==> src/pkg/pwm_fault_pkg.sv <==
// register map, field layout and reset values of the fault, override and duty block
package pwm_fault_pkg;
	localparam logic [7:0] fault_a_control_off = 8'h00;
	localparam logic [7:0] fault_b_control_off = 8'h04;
	localparam logic [7:0] output_override_control_off = 8'h08;
	localparam logic [7:0] duty_cycle_one_off = 8'h0C;
	localparam logic [7:0] duty_cycle_two_off = 8'h10;
	localparam logic [7:0] duty_cycle_three_off = 8'h14;
	localparam logic [7:0] pwm_control_off = 8'h18;
	localparam logic [7:0] unlock_key_register_off = 8'h1C;
	localparam logic [7:0] status_off = 8'h20;
	localparam int fault_override_lsb = 8;
	localparam int fault_mode_bit = 7;
	localparam int override_enable_lsb = 8;
	localparam int override_sync_bit = 1;
	localparam int immediate_duty_bit = 2;
	localparam int latch_clear_a_bit = 8;
	localparam int latch_clear_b_bit = 9;
	localparam logic [15:0] fault_control_mask = 16'h3F87;
	localparam logic [15:0] override_mask = 16'h3F3F;
	localparam logic [15:0] pwm_control_mask = 16'h0006;
	localparam logic [15:0] fault_control_reset = 16'h0007;
	localparam logic [15:0] override_reset = 16'h3F00;
	localparam logic [15:0] duty_reset = 16'h0000;
	localparam logic [15:0] unlock_key_first = 16'hA5A5;
	localparam logic [15:0] unlock_key_second = 16'h5A5A;
	localparam logic [1:0] resp_okay = 2'b00;
	localparam logic [1:0] resp_slverr = 2'b10;
	typedef enum logic [1:0] {
		key_idle = 2'b00,
		key_first = 2'b01,
		key_open = 2'b11
	} key_state_t;
endpackage

==> src/rtl/pwm_fault_override_duty.sv <==
// fault override, manual override and duty registers of a three-pair pwm unit
// How it works
// - while fault a is held for an enabled pair each pin of that pair takes its fault-a value.
// - fault a mode 1 runs cycle by cycle, mode 0 latches the fault-a override on an event.
// - three fault-a enables pick which pairs fault a controls, all set after reset.
// - while fault b is held for an enabled pair each pin of that pair takes its fault-b value.
// - fault b mode 1 runs cycle by cycle, mode 0 latches the fault-b override on an event.
// - three fault-b enables pick which pairs fault b controls, all set after reset.
// - with the lock strap set, writes to the fault a control register are dropped unless the unlock is done.
// - fault a comes out of any reset enabled and software must clear it when unused.
// - fault b comes out of any reset enabled and software must clear it when unused.
// - fault events come only from the two dedicated fault pins.
// - an override-enable bit of 1 hands the pin to the pwm generator, 0 to the manual bit.
// - a cleared override-enable lets the manual bit drive the pin; manual bits reset to 0.
// - three independent 16-bit duty values are readable, writable and reset to zero.
// - with override sync set, override changes apply at the period boundary, else next cycle.
// - with immediate update set, duty writes apply at once, else at the period boundary.
// - with the lock strap set both fault registers need the key sequence before a write.
//
// Local design decisions: the address map and the AXI4-Lite register port.
`timescale 1ns/1ps
`default_nettype none
module pwm_fault_override_duty
	import pwm_fault_pkg::*;
(
	input wire logic clk,
	input wire logic rst,
	input wire logic [31:0] s_axi_awaddr,
	input wire logic s_axi_awvalid,
	output logic s_axi_awready,
	input wire logic [31:0] s_axi_wdata,
	input wire logic [3:0] s_axi_wstrb,
	input wire logic s_axi_wvalid,
	output logic s_axi_wready,
	output logic [1:0] s_axi_bresp,
	output logic s_axi_bvalid,
	input wire logic s_axi_bready,
	input wire logic [31:0] s_axi_araddr,
	input wire logic s_axi_arvalid,
	output logic s_axi_arready,
	output logic [31:0] s_axi_rdata,
	output logic [1:0] s_axi_rresp,
	output logic s_axi_rvalid,
	input wire logic s_axi_rready,
	input wire logic fault_input_a_pin,
	input wire logic fault_input_b_pin,
	input wire logic write_lock_config,
	input wire logic period_boundary,
	input wire logic [5:0] pwm_gen_out,
	output logic [2:0] high_side_output,
	output logic [2:0] low_side_output,
	output logic [15:0] duty_value_one,
	output logic [15:0] duty_value_two,
	output logic [15:0] duty_value_three
);
	function automatic logic [5:0] pair_mask(input logic [2:0] en);
		pair_mask = {en[2], en[2], en[1], en[1], en[0], en[0]};
	endfunction

	logic [15:0] fault_a_control_ff, fault_b_control_ff, override_ff, active_override_ff;
	logic [15:0] pwm_control_ff, duty_buf_ff [3], duty_act_ff [3];
	logic [1:0] sync_a_ff, sync_b_ff;
	logic latch_a_ff, latch_b_ff, cyc_a_ff, cyc_b_ff;
	logic lock_strap_ff, strap_taken_ff;
	key_state_t key_ff, nxt_key;
	logic aw_have_ff, w_have_ff;
	logic [7:0] aw_addr_ff;
	logic aw_high_ff;
	logic [15:0] w_data_ff;
	logic [1:0] w_strb_ff;
	logic [5:0] pins_ff;

	// two flip-flops on each fault pin; no other source feeds the fault logic
	always_ff @(posedge clk or posedge rst) begin
		if (rst) begin
			sync_a_ff <= 2'b00;
			sync_b_ff <= 2'b00;
		end else begin
			sync_a_ff <= {sync_a_ff[0], fault_input_a_pin};
			sync_b_ff <= {sync_b_ff[0], fault_input_b_pin};
		end
	end
	wire fault_a = sync_a_ff[1];
	wire fault_b = sync_b_ff[1];

	// lock strap caught after reset release
	always_ff @(posedge clk or posedge rst) begin
		if (rst) begin
			strap_taken_ff <= 1'b0;
			lock_strap_ff <= 1'b1;
		end else if (!strap_taken_ff) begin
			strap_taken_ff <= 1'b1;
			lock_strap_ff <= write_lock_config;
		end
	end

	// bus write capture
	wire do_write = aw_have_ff && w_have_ff && !s_axi_bvalid;
	wire [15:0] wr_mask = {{8{w_strb_ff[1]}}, {8{w_strb_ff[0]}}};
	wire hit_fa = do_write && aw_addr_ff == fault_a_control_off;
	wire hit_fb = do_write && aw_addr_ff == fault_b_control_off;
	wire hit_ov = do_write && aw_addr_ff == output_override_control_off;
	wire hit_d1 = do_write && aw_addr_ff == duty_cycle_one_off;
	wire hit_d2 = do_write && aw_addr_ff == duty_cycle_two_off;
	wire hit_d3 = do_write && aw_addr_ff == duty_cycle_three_off;
	wire hit_pc = do_write && aw_addr_ff == pwm_control_off;
	wire hit_key = do_write && aw_addr_ff == unlock_key_register_off;
	wire hit_st = do_write && aw_addr_ff == status_off;
	wire wr_known = hit_fa | hit_fb | hit_ov | hit_d1 | hit_d2 | hit_d3 | hit_pc | hit_key | hit_st;
	wire unlocked = !lock_strap_ff || key_ff == key_open;
	wire fa_write = hit_fa && unlocked;
	wire fb_write = hit_fb && unlocked;

	function automatic logic [15:0] merge(input logic [15:0] old, input logic [15:0] mask);
		merge = ((old & ~wr_mask) | (w_data_ff & wr_mask)) & mask;
	endfunction

	// unlock sequence: two key words, then one fault register write
	always_comb begin
		nxt_key = key_ff;
		if (hit_key && w_data_ff == unlock_key_first)
			nxt_key = key_first;
		else if (hit_key && key_ff == key_first && w_data_ff == unlock_key_second)
			nxt_key = key_open;
		else if (hit_key || ((hit_fa || hit_fb) && key_ff == key_open))
			nxt_key = key_idle;
	end

	always_ff @(posedge clk or posedge rst) begin
		if (rst) begin
			key_ff <= key_idle;
		end else begin
			key_ff <= nxt_key;
		end
	end

	// registers; fault enables and override enables come out of reset set
	always_ff @(posedge clk or posedge rst) begin
		if (rst) begin
			fault_a_control_ff <= fault_control_reset;
			fault_b_control_ff <= fault_control_reset;
			override_ff <= override_reset;
			pwm_control_ff <= duty_reset;
		end else begin
			if (fa_write)
				fault_a_control_ff <= merge(fault_a_control_ff, fault_control_mask);
			if (fb_write)
				fault_b_control_ff <= merge(fault_b_control_ff, fault_control_mask);
			if (hit_ov)
				override_ff <= merge(override_ff, override_mask);
			if (hit_pc)
				pwm_control_ff <= merge(pwm_control_ff, pwm_control_mask);
		end
	end

	// duty buffers and active values
	wire imm = pwm_control_ff[immediate_duty_bit];
	wire [2:0] hit_d = {hit_d3, hit_d2, hit_d1};
	always_ff @(posedge clk or posedge rst) begin
		if (rst) begin
			for (int i = 0; i < 3; i++) begin
				duty_buf_ff[i] <= duty_reset;
				duty_act_ff[i] <= duty_reset;
			end
		end else begin
			for (int i = 0; i < 3; i++) begin
				if (hit_d[i])
					duty_buf_ff[i] <= merge(duty_buf_ff[i], 16'hFFFF);
				if (imm && hit_d[i])
					duty_act_ff[i] <= merge(duty_buf_ff[i], 16'hFFFF);
				else if (period_boundary)
					duty_act_ff[i] <= duty_buf_ff[i];
			end
		end
	end

	// override register takes effect now or at the period boundary
	wire override_sync_select = pwm_control_ff[override_sync_bit];
	always_ff @(posedge clk or posedge rst) begin
		if (rst) begin
			active_override_ff <= override_reset;
		end else if (!override_sync_select || period_boundary) begin
			active_override_ff <= override_ff;
		end
	end

	// fault state: latched holds until software clears, cycle mode waits for boundary
	wire [15:0] st_wmask = hit_st ? (w_data_ff & wr_mask) : 16'h0000;
	wire clr_a = st_wmask[latch_clear_a_bit];
	wire clr_b = st_wmask[latch_clear_b_bit];
	wire mode_a = fault_a_control_ff[fault_mode_bit];
	wire mode_b = fault_b_control_ff[fault_mode_bit];
	always_ff @(posedge clk or posedge rst) begin
		if (rst) begin
			latch_a_ff <= 1'b0;
			latch_b_ff <= 1'b0;
			cyc_a_ff <= 1'b0;
			cyc_b_ff <= 1'b0;
		end else begin
			// set wins over the software clear
			latch_a_ff <= (fault_a && !mode_a) || (latch_a_ff && !clr_a);
			latch_b_ff <= (fault_b && !mode_b) || (latch_b_ff && !clr_b);
			cyc_a_ff <= (fault_a && mode_a) || (cyc_a_ff && !period_boundary);
			cyc_b_ff <= (fault_b && mode_b) || (cyc_b_ff && !period_boundary);
		end
	end

	wire act_a = fault_a || latch_a_ff || cyc_a_ff;
	wire act_b = fault_b || latch_b_ff || cyc_b_ff;
	wire [5:0] sel_a = act_a ? pair_mask(fault_a_control_ff[2:0]) : 6'b000000;
	wire [5:0] sel_b = act_b ? pair_mask(fault_b_control_ff[2:0]) : 6'b000000;
	wire [5:0] ov_en = active_override_ff[override_enable_lsb +: 6];
	wire [5:0] manual = active_override_ff[5:0];
	wire [5:0] base = (ov_en & pwm_gen_out) | (~ov_en & manual);
	wire [5:0] fval_a = fault_a_control_ff[fault_override_lsb +: 6];
	wire [5:0] fval_b = fault_b_control_ff[fault_override_lsb +: 6];
	wire [5:0] after_b = (sel_b & fval_b) | (~sel_b & base);
	// fault a outranks fault b
	wire [5:0] nxt_pins = (sel_a & fval_a) | (~sel_a & after_b);

	// pin order per pair: bit 2k+1 high side, bit 2k low side
	always_ff @(posedge clk or posedge rst) begin
		if (rst) begin
			pins_ff <= 6'b000000;
		end else begin
			pins_ff <= nxt_pins;
		end
	end
	assign high_side_output = {pins_ff[5], pins_ff[3], pins_ff[1]};
	assign low_side_output = {pins_ff[4], pins_ff[2], pins_ff[0]};
	assign duty_value_one = duty_act_ff[0];
	assign duty_value_two = duty_act_ff[1];
	assign duty_value_three = duty_act_ff[2];

	// axi write channel; ready flops stay low while a beat is held or the answer waits
	always_ff @(posedge clk or posedge rst) begin
		if (rst) begin
			aw_have_ff <= 1'b0;
			w_have_ff <= 1'b0;
			aw_addr_ff <= 8'h00;
			aw_high_ff <= 1'b0;
			w_data_ff <= 16'h0000;
			w_strb_ff <= 2'b00;
			s_axi_bvalid <= 1'b0;
			s_axi_bresp <= resp_okay;
			s_axi_awready <= 1'b1;
			s_axi_wready <= 1'b1;
		end else begin
			if (s_axi_awvalid && s_axi_awready) begin
				aw_have_ff <= 1'b1;
				aw_addr_ff <= s_axi_awaddr[7:0];
				aw_high_ff <= |s_axi_awaddr[31:8];
				s_axi_awready <= 1'b0;
			end
			if (s_axi_wvalid && s_axi_wready) begin
				w_have_ff <= 1'b1;
				w_data_ff <= s_axi_wdata[15:0];
				w_strb_ff <= s_axi_wstrb[1:0];
				s_axi_wready <= 1'b0;
			end
			if (do_write) begin
				aw_have_ff <= 1'b0;
				w_have_ff <= 1'b0;
				s_axi_bvalid <= 1'b1;
				s_axi_bresp <= (wr_known && !aw_high_ff) ? resp_okay : resp_slverr;
			end else if (s_axi_bvalid && s_axi_bready) begin
				s_axi_bvalid <= 1'b0;
				s_axi_awready <= 1'b1;
				s_axi_wready <= 1'b1;
			end
		end
	end

	// axi read channel
	logic [15:0] rd_val;
	logic rd_ok;
	always_comb begin
		rd_ok = 1'b1;
		unique case (s_axi_araddr[7:0])
			fault_a_control_off: rd_val = fault_a_control_ff;
			fault_b_control_off: rd_val = fault_b_control_ff;
			output_override_control_off: rd_val = override_ff;
			duty_cycle_one_off: rd_val = duty_buf_ff[0];
			duty_cycle_two_off: rd_val = duty_buf_ff[1];
			duty_cycle_three_off: rd_val = duty_buf_ff[2];
			pwm_control_off: rd_val = pwm_control_ff;
			unlock_key_register_off: rd_val = {14'h0000, key_ff};
			status_off: rd_val = {6'h00, latch_b_ff, latch_a_ff, 2'b00, cyc_b_ff, cyc_a_ff,
				fault_b, fault_a, act_b, act_a};
			default: begin
				rd_val = 16'h0000;
				rd_ok = 1'b0;
			end
		endcase
	end

	always_ff @(posedge clk or posedge rst) begin
		if (rst) begin
			s_axi_rvalid <= 1'b0;
			s_axi_rdata <= 32'h0000_0000;
			s_axi_rresp <= resp_okay;
			s_axi_arready <= 1'b1;
		end else if (s_axi_arvalid && s_axi_arready) begin
			s_axi_rvalid <= 1'b1;
			s_axi_rdata <= {16'h0000, rd_val};
			s_axi_rresp <= rd_ok ? resp_okay : resp_slverr;
			s_axi_arready <= 1'b0;
		end else if (s_axi_rvalid && s_axi_rready) begin
			s_axi_rvalid <= 1'b0;
			s_axi_arready <= 1'b1;
		end
	end

	a_fault_a_force: assert property (@(posedge clk) disable iff (rst)
		(fault_a && fault_a_control_ff[0]) |=> pins_ff[1:0] == $past(fval_a[1:0]))
		else $error("fault a did not force pair one");
	a_fault_b_force: assert property (@(posedge clk) disable iff (rst)
		(fault_b && !act_a && fault_b_control_ff[2]) |=> pins_ff[5:4] == $past(fval_b[5:4]))
		else $error("fault b did not force pair three");
	a_latch_holds: assert property (@(posedge clk) disable iff (rst)
		(latch_a_ff && !clr_a) |=> latch_a_ff)
		else $error("latched fault a released without clear");
	a_cycle_release: assert property (@(posedge clk) disable iff (rst)
		(cyc_b_ff && !fault_b && period_boundary) |=> !cyc_b_ff)
		else $error("cycle fault b not released at boundary");
	a_lock_blocks: assert property (@(posedge clk) disable iff (rst)
		(hit_fa && !unlocked) |=> $stable(fault_a_control_ff))
		else $error("locked fault a register was written");
	a_manual_drive: assert property (@(posedge clk) disable iff (rst)
		(!act_a && !act_b && !ov_en[0]) |=> pins_ff[0] == $past(manual[0]))
		else $error("manual bit did not drive pin");
	a_duty_sync: assert property (@(posedge clk) disable iff (rst)
		(!imm && !period_boundary) |=> $stable(duty_act_ff[1]))
		else $error("duty changed off boundary");
	a_override_sync: assert property (@(posedge clk) disable iff (rst)
		(override_sync_select && !period_boundary) |=> $stable(active_override_ff))
		else $error("override changed off boundary");
	a_fault_source: assert property (@(posedge clk) disable iff (rst)
		$rose(fault_a) |-> $past(fault_input_a_pin, 2))
		else $error("fault a without pin");
	a_duty_write: assert property (@(posedge clk) disable iff (rst)
		(hit_d2 && wr_mask == 16'hFFFF) |=> duty_buf_ff[1] == $past(w_data_ff))
		else $error("duty two write lost");
	c_latch_a: cover property (@(posedge clk) disable iff (rst) $rose(latch_a_ff));
	c_cycle_b: cover property (@(posedge clk) disable iff (rst) $fell(cyc_b_ff));
	c_unlock: cover property (@(posedge clk) disable iff (rst) fa_write && lock_strap_ff);
	c_manual: cover property (@(posedge clk) disable iff (rst) ov_en != 6'b111111);
endmodule
`default_nettype wire

==> config.mk <==
export PLATFORM = sky130hd
export DESIGN_NAME = pwm_fault_override_duty
export DESIGN_NICKNAME = d
export VERILOG_FILES = /design/src/pkg/pwm_fault_pkg.sv /design/src/rtl/pwm_fault_override_duty.sv
export SDC_FILE = /design/constraint.sdc
export NUM_CORES = 1
export LEC_CHECK = 0
export BUFFER_PORTS_ARGS = -buffer_cell sky130_fd_sc_hd__buf_2
export CELL_PAD_IN_SITES_DETAIL_PLACEMENT = 1
export CELL_PAD_IN_SITES_GLOBAL_PLACEMENT = 1
export CORE_UTILIZATION = 33
export CTS_BUF_LIST = sky130_fd_sc_hd__clkbuf_4 sky130_fd_sc_hd__clkbuf_8 sky130_fd_sc_hd__clkbuf_16
export DETAILED_ROUTE_END_ITERATION = 6
export PLACE_DENSITY_LB_ADDON = 0.25
export RECOVER_POWER = 50
export SKIP_CTS_REPAIR_TIMING = 1
export SYNTH_ARGS = -nofsm -noshare
export SYNTH_HDL_FRONTEND = slang
export SYNTH_SLANG_ARGS = --single-unit
==> constraint.sdc <==
create_clock -name clk -period 5.7 [get_ports clk]
set_input_delay 0.285 -clock clk [delete_from_list [all_inputs] [get_ports clk]]
set_output_delay 0.285 -clock clk [all_outputs]
set_load 0.05 [all_outputs]
# Word-level counts from Yosys, hierarchy flattened
# Cells that the tools add are included.
# W data, S select, Z words.
[op_classes] n_shift=0 magnitude_cmp=0 multipliers=0 n_eq_ne=20 n_div=0 n_bitwise=36 add_sub_neg=0 n_reduce_logical=67 n_mux=32
[op_table] op="$pmux W16 S9" count=1
[op_table] op="$mux W16" count=6
[op_table] op="$and A16 B16 Y16" count=4
[op_table] op="$eq A8 B5 Y1 const B" count=8
[op_table] op="$or A16 B16 Y16" count=3
[op_table] op="$and A14 B14 Y14" count=3
[op_table] op="$or A14 B14 Y14" count=3
[op_table] op="$and A6 B6 Y6" count=6
[op_table] op="$logic_and A1 B1 Y1" count=34
[op_table] op="$eq A8 B4 Y1 const B" count=4
[op_table] op="$reduce_or A24 Y1" count=1
[op_table] op="$not A6 Y6" count=3
[op_table] op="$or A6 B6 Y6" count=3
[op_table] op="$mux W1" count=17
[op_table] op="$eq A16 B15 Y1 const B" count=1
[op_table] op="$eq A16 B16 Y1 const B" count=1
[op_table] op="$eq A8 B3 Y1 const B" count=2
[op_table] op="$eq A8 B6 Y1 const B" count=2
[op_table] op="$logic_not A8 Y1" count=2
[op_table] op="$not A16 Y16" count=1
[op_table] op="$reduce_bool A2 Y1" count=7
[op_table] op="$logic_or A1 B1 Y1" count=12
[op_table] op="$mux W6" count=2
[op_table] op="$mux W10" count=1
[op_table] op="9 further kinds" count=28
[totals] romBits=0 latch_bits=0 word_cells=190 ram_bits=0 memories=0 output_inout_bits=95 inputBits=117 register_bits=214

# Depth between registers and ports, before layout
[depth] depth_word=13 ltp_mapped=7 ltp_nobuf=4

# Least setup slack after synthesis
# OpenSTA, ideal clock, no wires.
[synth_timing] path_kind="reg-to-reg" from="register s_axi_bvalid" to="register (tool-made name)" synth_period_minus_slack_ps=2316 path_stages_with_launch=6 setup_ps=125 n_path_buf=1 path_slack_ps=3384 required_time_ps=5575 t_arrival_ps=2192 cell_sequence="dfrtp_1 -> and3b_1 -> clkbuf_1 -> nand3_1 -> nor3_1 -> mux2_2"
[synth_lines] element="start: declaration" line="pwm_fault_override_duty.sv:36" source="output logic s_axi_bvalid,"
[synth_lines] element="start signal: assignment" line="pwm_fault_override_duty.sv:244" source="s_axi_bvalid <= 1'b0;"
[synth_lines] element="start signal: assignment" line="pwm_fault_override_duty.sv:264" source="s_axi_bvalid <= 1'b1;"
[synth_lines] element="start signal: assignment" line="pwm_fault_override_duty.sv:267" source="s_axi_bvalid <= 1'b0;"

# Worst setup path after layout
[layout_timing] from="register aw_addr_ff[0]" to="register duty_act_ff (netlist bit duty_value_two[1])"
[layout_via] elab_chain_cells=4 elab_cells_between_ends=5 cone_classes="1 x eq/ne; 1 x mux; 3 x reduce/logical"
[layout_lines] element="start: declaration" line="pwm_fault_override_duty.sv:67" source="logic [7:0] aw_addr_ff;"
[layout_lines] element="start signal: assignment" line="pwm_fault_override_duty.sv:251" source="aw_addr_ff <= s_axi_awaddr[7:0];"
[layout_lines] element="$eq A8 B5 Y1 *" line="pwm_fault_override_duty.sv:104" source="wire hit_d2 = do_write && aw_addr_ff == duty_cycle_two_off;"
[layout_lines] element="$logic_and A1 B1 Y1 *" line="pwm_fault_override_duty.sv:104"
[layout_lines] element="$logic_and A1 B1 Y1 *" line="pwm_fault_override_duty.sv:169" source="if (imm && hit_d[i])"
[layout_lines] element="$mux W16 / $reduce_bool A2 Y1 (equally long branches)"
[layout_lines] element="end signal: indexed assignment" line="pwm_fault_override_duty.sv:163" source="duty_act_ff[i] <= duty_reset;"
[layout_lines] element="end signal: indexed assignment" line="pwm_fault_override_duty.sv:170" source="duty_act_ff[i] <= merge(duty_buf_ff[i], 16'hFFFF);"
[layout_lines] element="end signal: indexed assignment" line="pwm_fault_override_duty.sv:172" source="duty_act_ff[i] <= duty_buf_ff[i];"
[layout_lines] element="end: declaration" line="pwm_fault_override_duty.sv:61" source="logic [15:0] pwm_control_ff, duty_buf_ff [3], duty_act_ff [3];"
# Mark *: on every way between the ends. The rest lies on a longest branch, timed or not.
# A chain may end at the register's enable or synchronous reset.

==> results.yml <==
synthesis:
  synth_edf_count: 0
  synth-seq-cells: 212
  yosysWarnings: 0
  async_flop_share_pct: 100
  synth_top_area_share_pct: 47.6
  avgSynthCellArea_um2: 11.5
  synth_flop_cell: "dfrtp_1"
  ys_types: 68
  synth_area_um2: 9990
  synth_cells: 871
  synth_area_leader_cell: "dfrtp_1"
  yosysSeqAreaShare_pct: 53.4
  ys_top_cells_by_area: "dfrtp_1, mux2_2, dfstp_2"
place:
  dp_cells: 1361
  gp_congestion: 0.830
  placed_area_um2: 11000
  port_buffers: 151
  place_hpwl_um: 22900
final_layout:
  num-nets-final: 1131
  ff_latch_area_um2: 5330
  post-route-cell-area_um2: 12100
  final_cell_mix: "dfrtp_1, mux2_2, clkbuf_1"
  mostFrequentLayoutCell: "dfrtp_1"
  fillCellCount: 3284
  final_cells: 1422
  multiInputGateArea_um2: 4210
  syn_to_final_growth_pct: 20.7
  final_core_util_pct: 40.6
  drive_gt1_share_pct: 28.1
  n_antenna_cell: 0
timing:
  hold_ws_ps: -0.160
  max_freq_ghz: 0.319
  hold_viol_final: 1
  finalSetupViolCount: 0
  worstMarginPinSlew_ps: 2760
  relSlewSlack_pct: -83.9
  finalCriticalPeriod_ps: 3140
  grt_setup_unrepaired: "false"
  period_share_pct: 55.1
  finalMaxSlewViolations: 87
  fin_skew_ps: 19.8
  fin_tns_setup_ps: 0
worst_hold_path:
  hold_depth: 2
  min_from: "s_axi_wdata[5]"
  hold_class: "input pin to register"
  holdPathEnd: "w_data_ff[5]"
critical_path:
  cp-end-kind: "register"
  rr_startpoint: "aw_addr_ff[0]"
  arrival_ps: 3480
  slowest_delay_ps: 1030
  crit_buf_inv: 0
  crit_chain: "or3_1 > nor4_4 > mux2i_1 > a221oi_1"
  timing.rr.end: "duty_value_two[1]"
  start_kind: "register"
  crit_family: "simple AND/OR/NAND/NOR gates"
  cp_slowest_cell: "nor4_4"
  path_max_fanout: 18
  path_class: "register to register"
  critPathRequiredTime_ps: 6050
  r2r_slack_ps: 2560
  worstRegToRegCells: 4
die:
  die_area_um2: 31000
  core-area_um2: 29700
  rows: 63
  fp.dieW_um: 176
  die_h_um: 176
  initial_core_util_pct: 33.6
  boundaryPins: 212
power_and_ir_drop:
  netSwitchingPower_mw: 1.69
  power_frac_seq_pct: 43.1
  p_comb_share_pct: 19.2
  internal_power_mw: 3.32
  clockPowerShare_pct: 37.8
  ir_drop_mv: 0.197
  power.total_mw: 5.01
  p_per_area_nw_per_um2: 415
  p_sw_share_pct: 33.7
  p_leak_nw: 5.26
cts:
  cts_max_level: 1
  cts.sinks: 212
  clkLatencyLatePin_ps: 520
  clk_pin_slew_worst_paths_ps: 60
  clk_path_buf_depth: 3
  cts_tree: "built"
  cts_root_buf: "clkbuf_16"
  cts_made_buffers: 25
outcome:
  violations: "hold timing, capacitance limit, slew limit"
  status: "complete, but fails checks"
route:
  first_pass_iters: 5
  vias_per_cell: 5.49
  ant_nets: 0
  drc: 0
  finalWirelength_um: 32400
  drt_iter0_drc: 479
  num_vias: 7809
  wl_per_cell_um: 22.8
global_routing:
  grt_overflow: 0
  grt_use_total_pct: 21.2
  grt_pass1_wl_um: 50300
  grt_antenna_before_repair: 1
  grt_max_degree: 164
  grt_pass1_vias: 8058
run:
  cap_violations: 2
power by group through the flow:
stage                     registers, mW  logic [mW]  clock network [mW]
after detailed placement           2.18       0.972                   0
after floorplan                    2.10       0.658                   0
after global routing               2.20        1.04                1.99
after global placement             2.17       0.953                   0
final                              2.16       0.959                1.89
after CTS                          2.15       0.976                1.92
cells in the mapped netlist, types with 15 or more instances:
| library cell | count |
|---|---|
| nor3_1 | 31 |
| dfrtp_1 | 190 |
| dfstp_2 | 22 |
| a221o_1 | 15 |
| nor4_1 | 18 |
| o221a_2 | 15 |
| nor2_1 | 28 |
| a221oi_1 | 26 |
| inv_1 | 47 |
| mux2i_1 | 30 |
| buf_4 | 18 |
| clkbuf_1 | 50 |
| o21ai_0 | 50 |
| nand2_1 | 42 |
| mux2_2 | 106 |
worst max path at each step:
| stage | endpoint | slack [ps] | startpoint | cells past startpoint |
|---|---|---|---|---|
| finish | duty_value_two[1] | 2560 | aw_addr_ff[0] | 4 |
| global route | duty_buf_ff[11] | 2380 | rst | 4 |
| CTS | duty_value_two[10] | 2570 | aw_addr_ff[0] | 4 |
| detailed placement | duty_value_two[1] | 2600 | aw_addr_ff[0] | 4 |
| global placement | duty_value_two[4] | 2650 | aw_addr_ff[0] | 4 |
| floorplan | async pin | 2680 | rst | 1 |
per-stage QoR:
| step | hold slack [ps] | setup WS [ps] |
|---|---|---|
| 5_1_grt | 1.63 | 2380 |
| 3_3_place_gp | 336 | 2650 |
| 3_5_place_dp | 337 | 2600 |
| 6_report | -0.160 | 2560 |
| 4_1_cts | -137 | 2570 |
| 2_1_floorplan | 316 | 2680 |
layer usage:
metal / GRT usage, % / share of wire (%)
met4: 5.00 / 1.9
met5: 0 / 0
met1: 31.4 / 49
met3: 2.45 / 4.1
met2: 33.1 / 45
area by class of cell:
| class | count | share of cell area, % |
|---|---|---|
| Clock buffer | 32 | 5.98 |
| Clock inverter | 13 | 2.22 |
| Sequential cell | 212 | 44.2 |
| Inverter | 47 | 1.49 |
| Multi-Input combinational cell | 556 | 34.9 |
| Timing Repair Buffer | 172 | 7.17 |
| Tap cell | 390 | 4.04 |
cell families after synthesis:
group,count (synthesis),synth area share (%)
AOI/OAI and AO/OA,176,13.4
buffers and inverters,120,5.22
DFF,212,53.4
muxes,137,15.2
other,2,0.0752
and+or+nand+nor,224,12.7
Power figures use the tool's default switching activity.
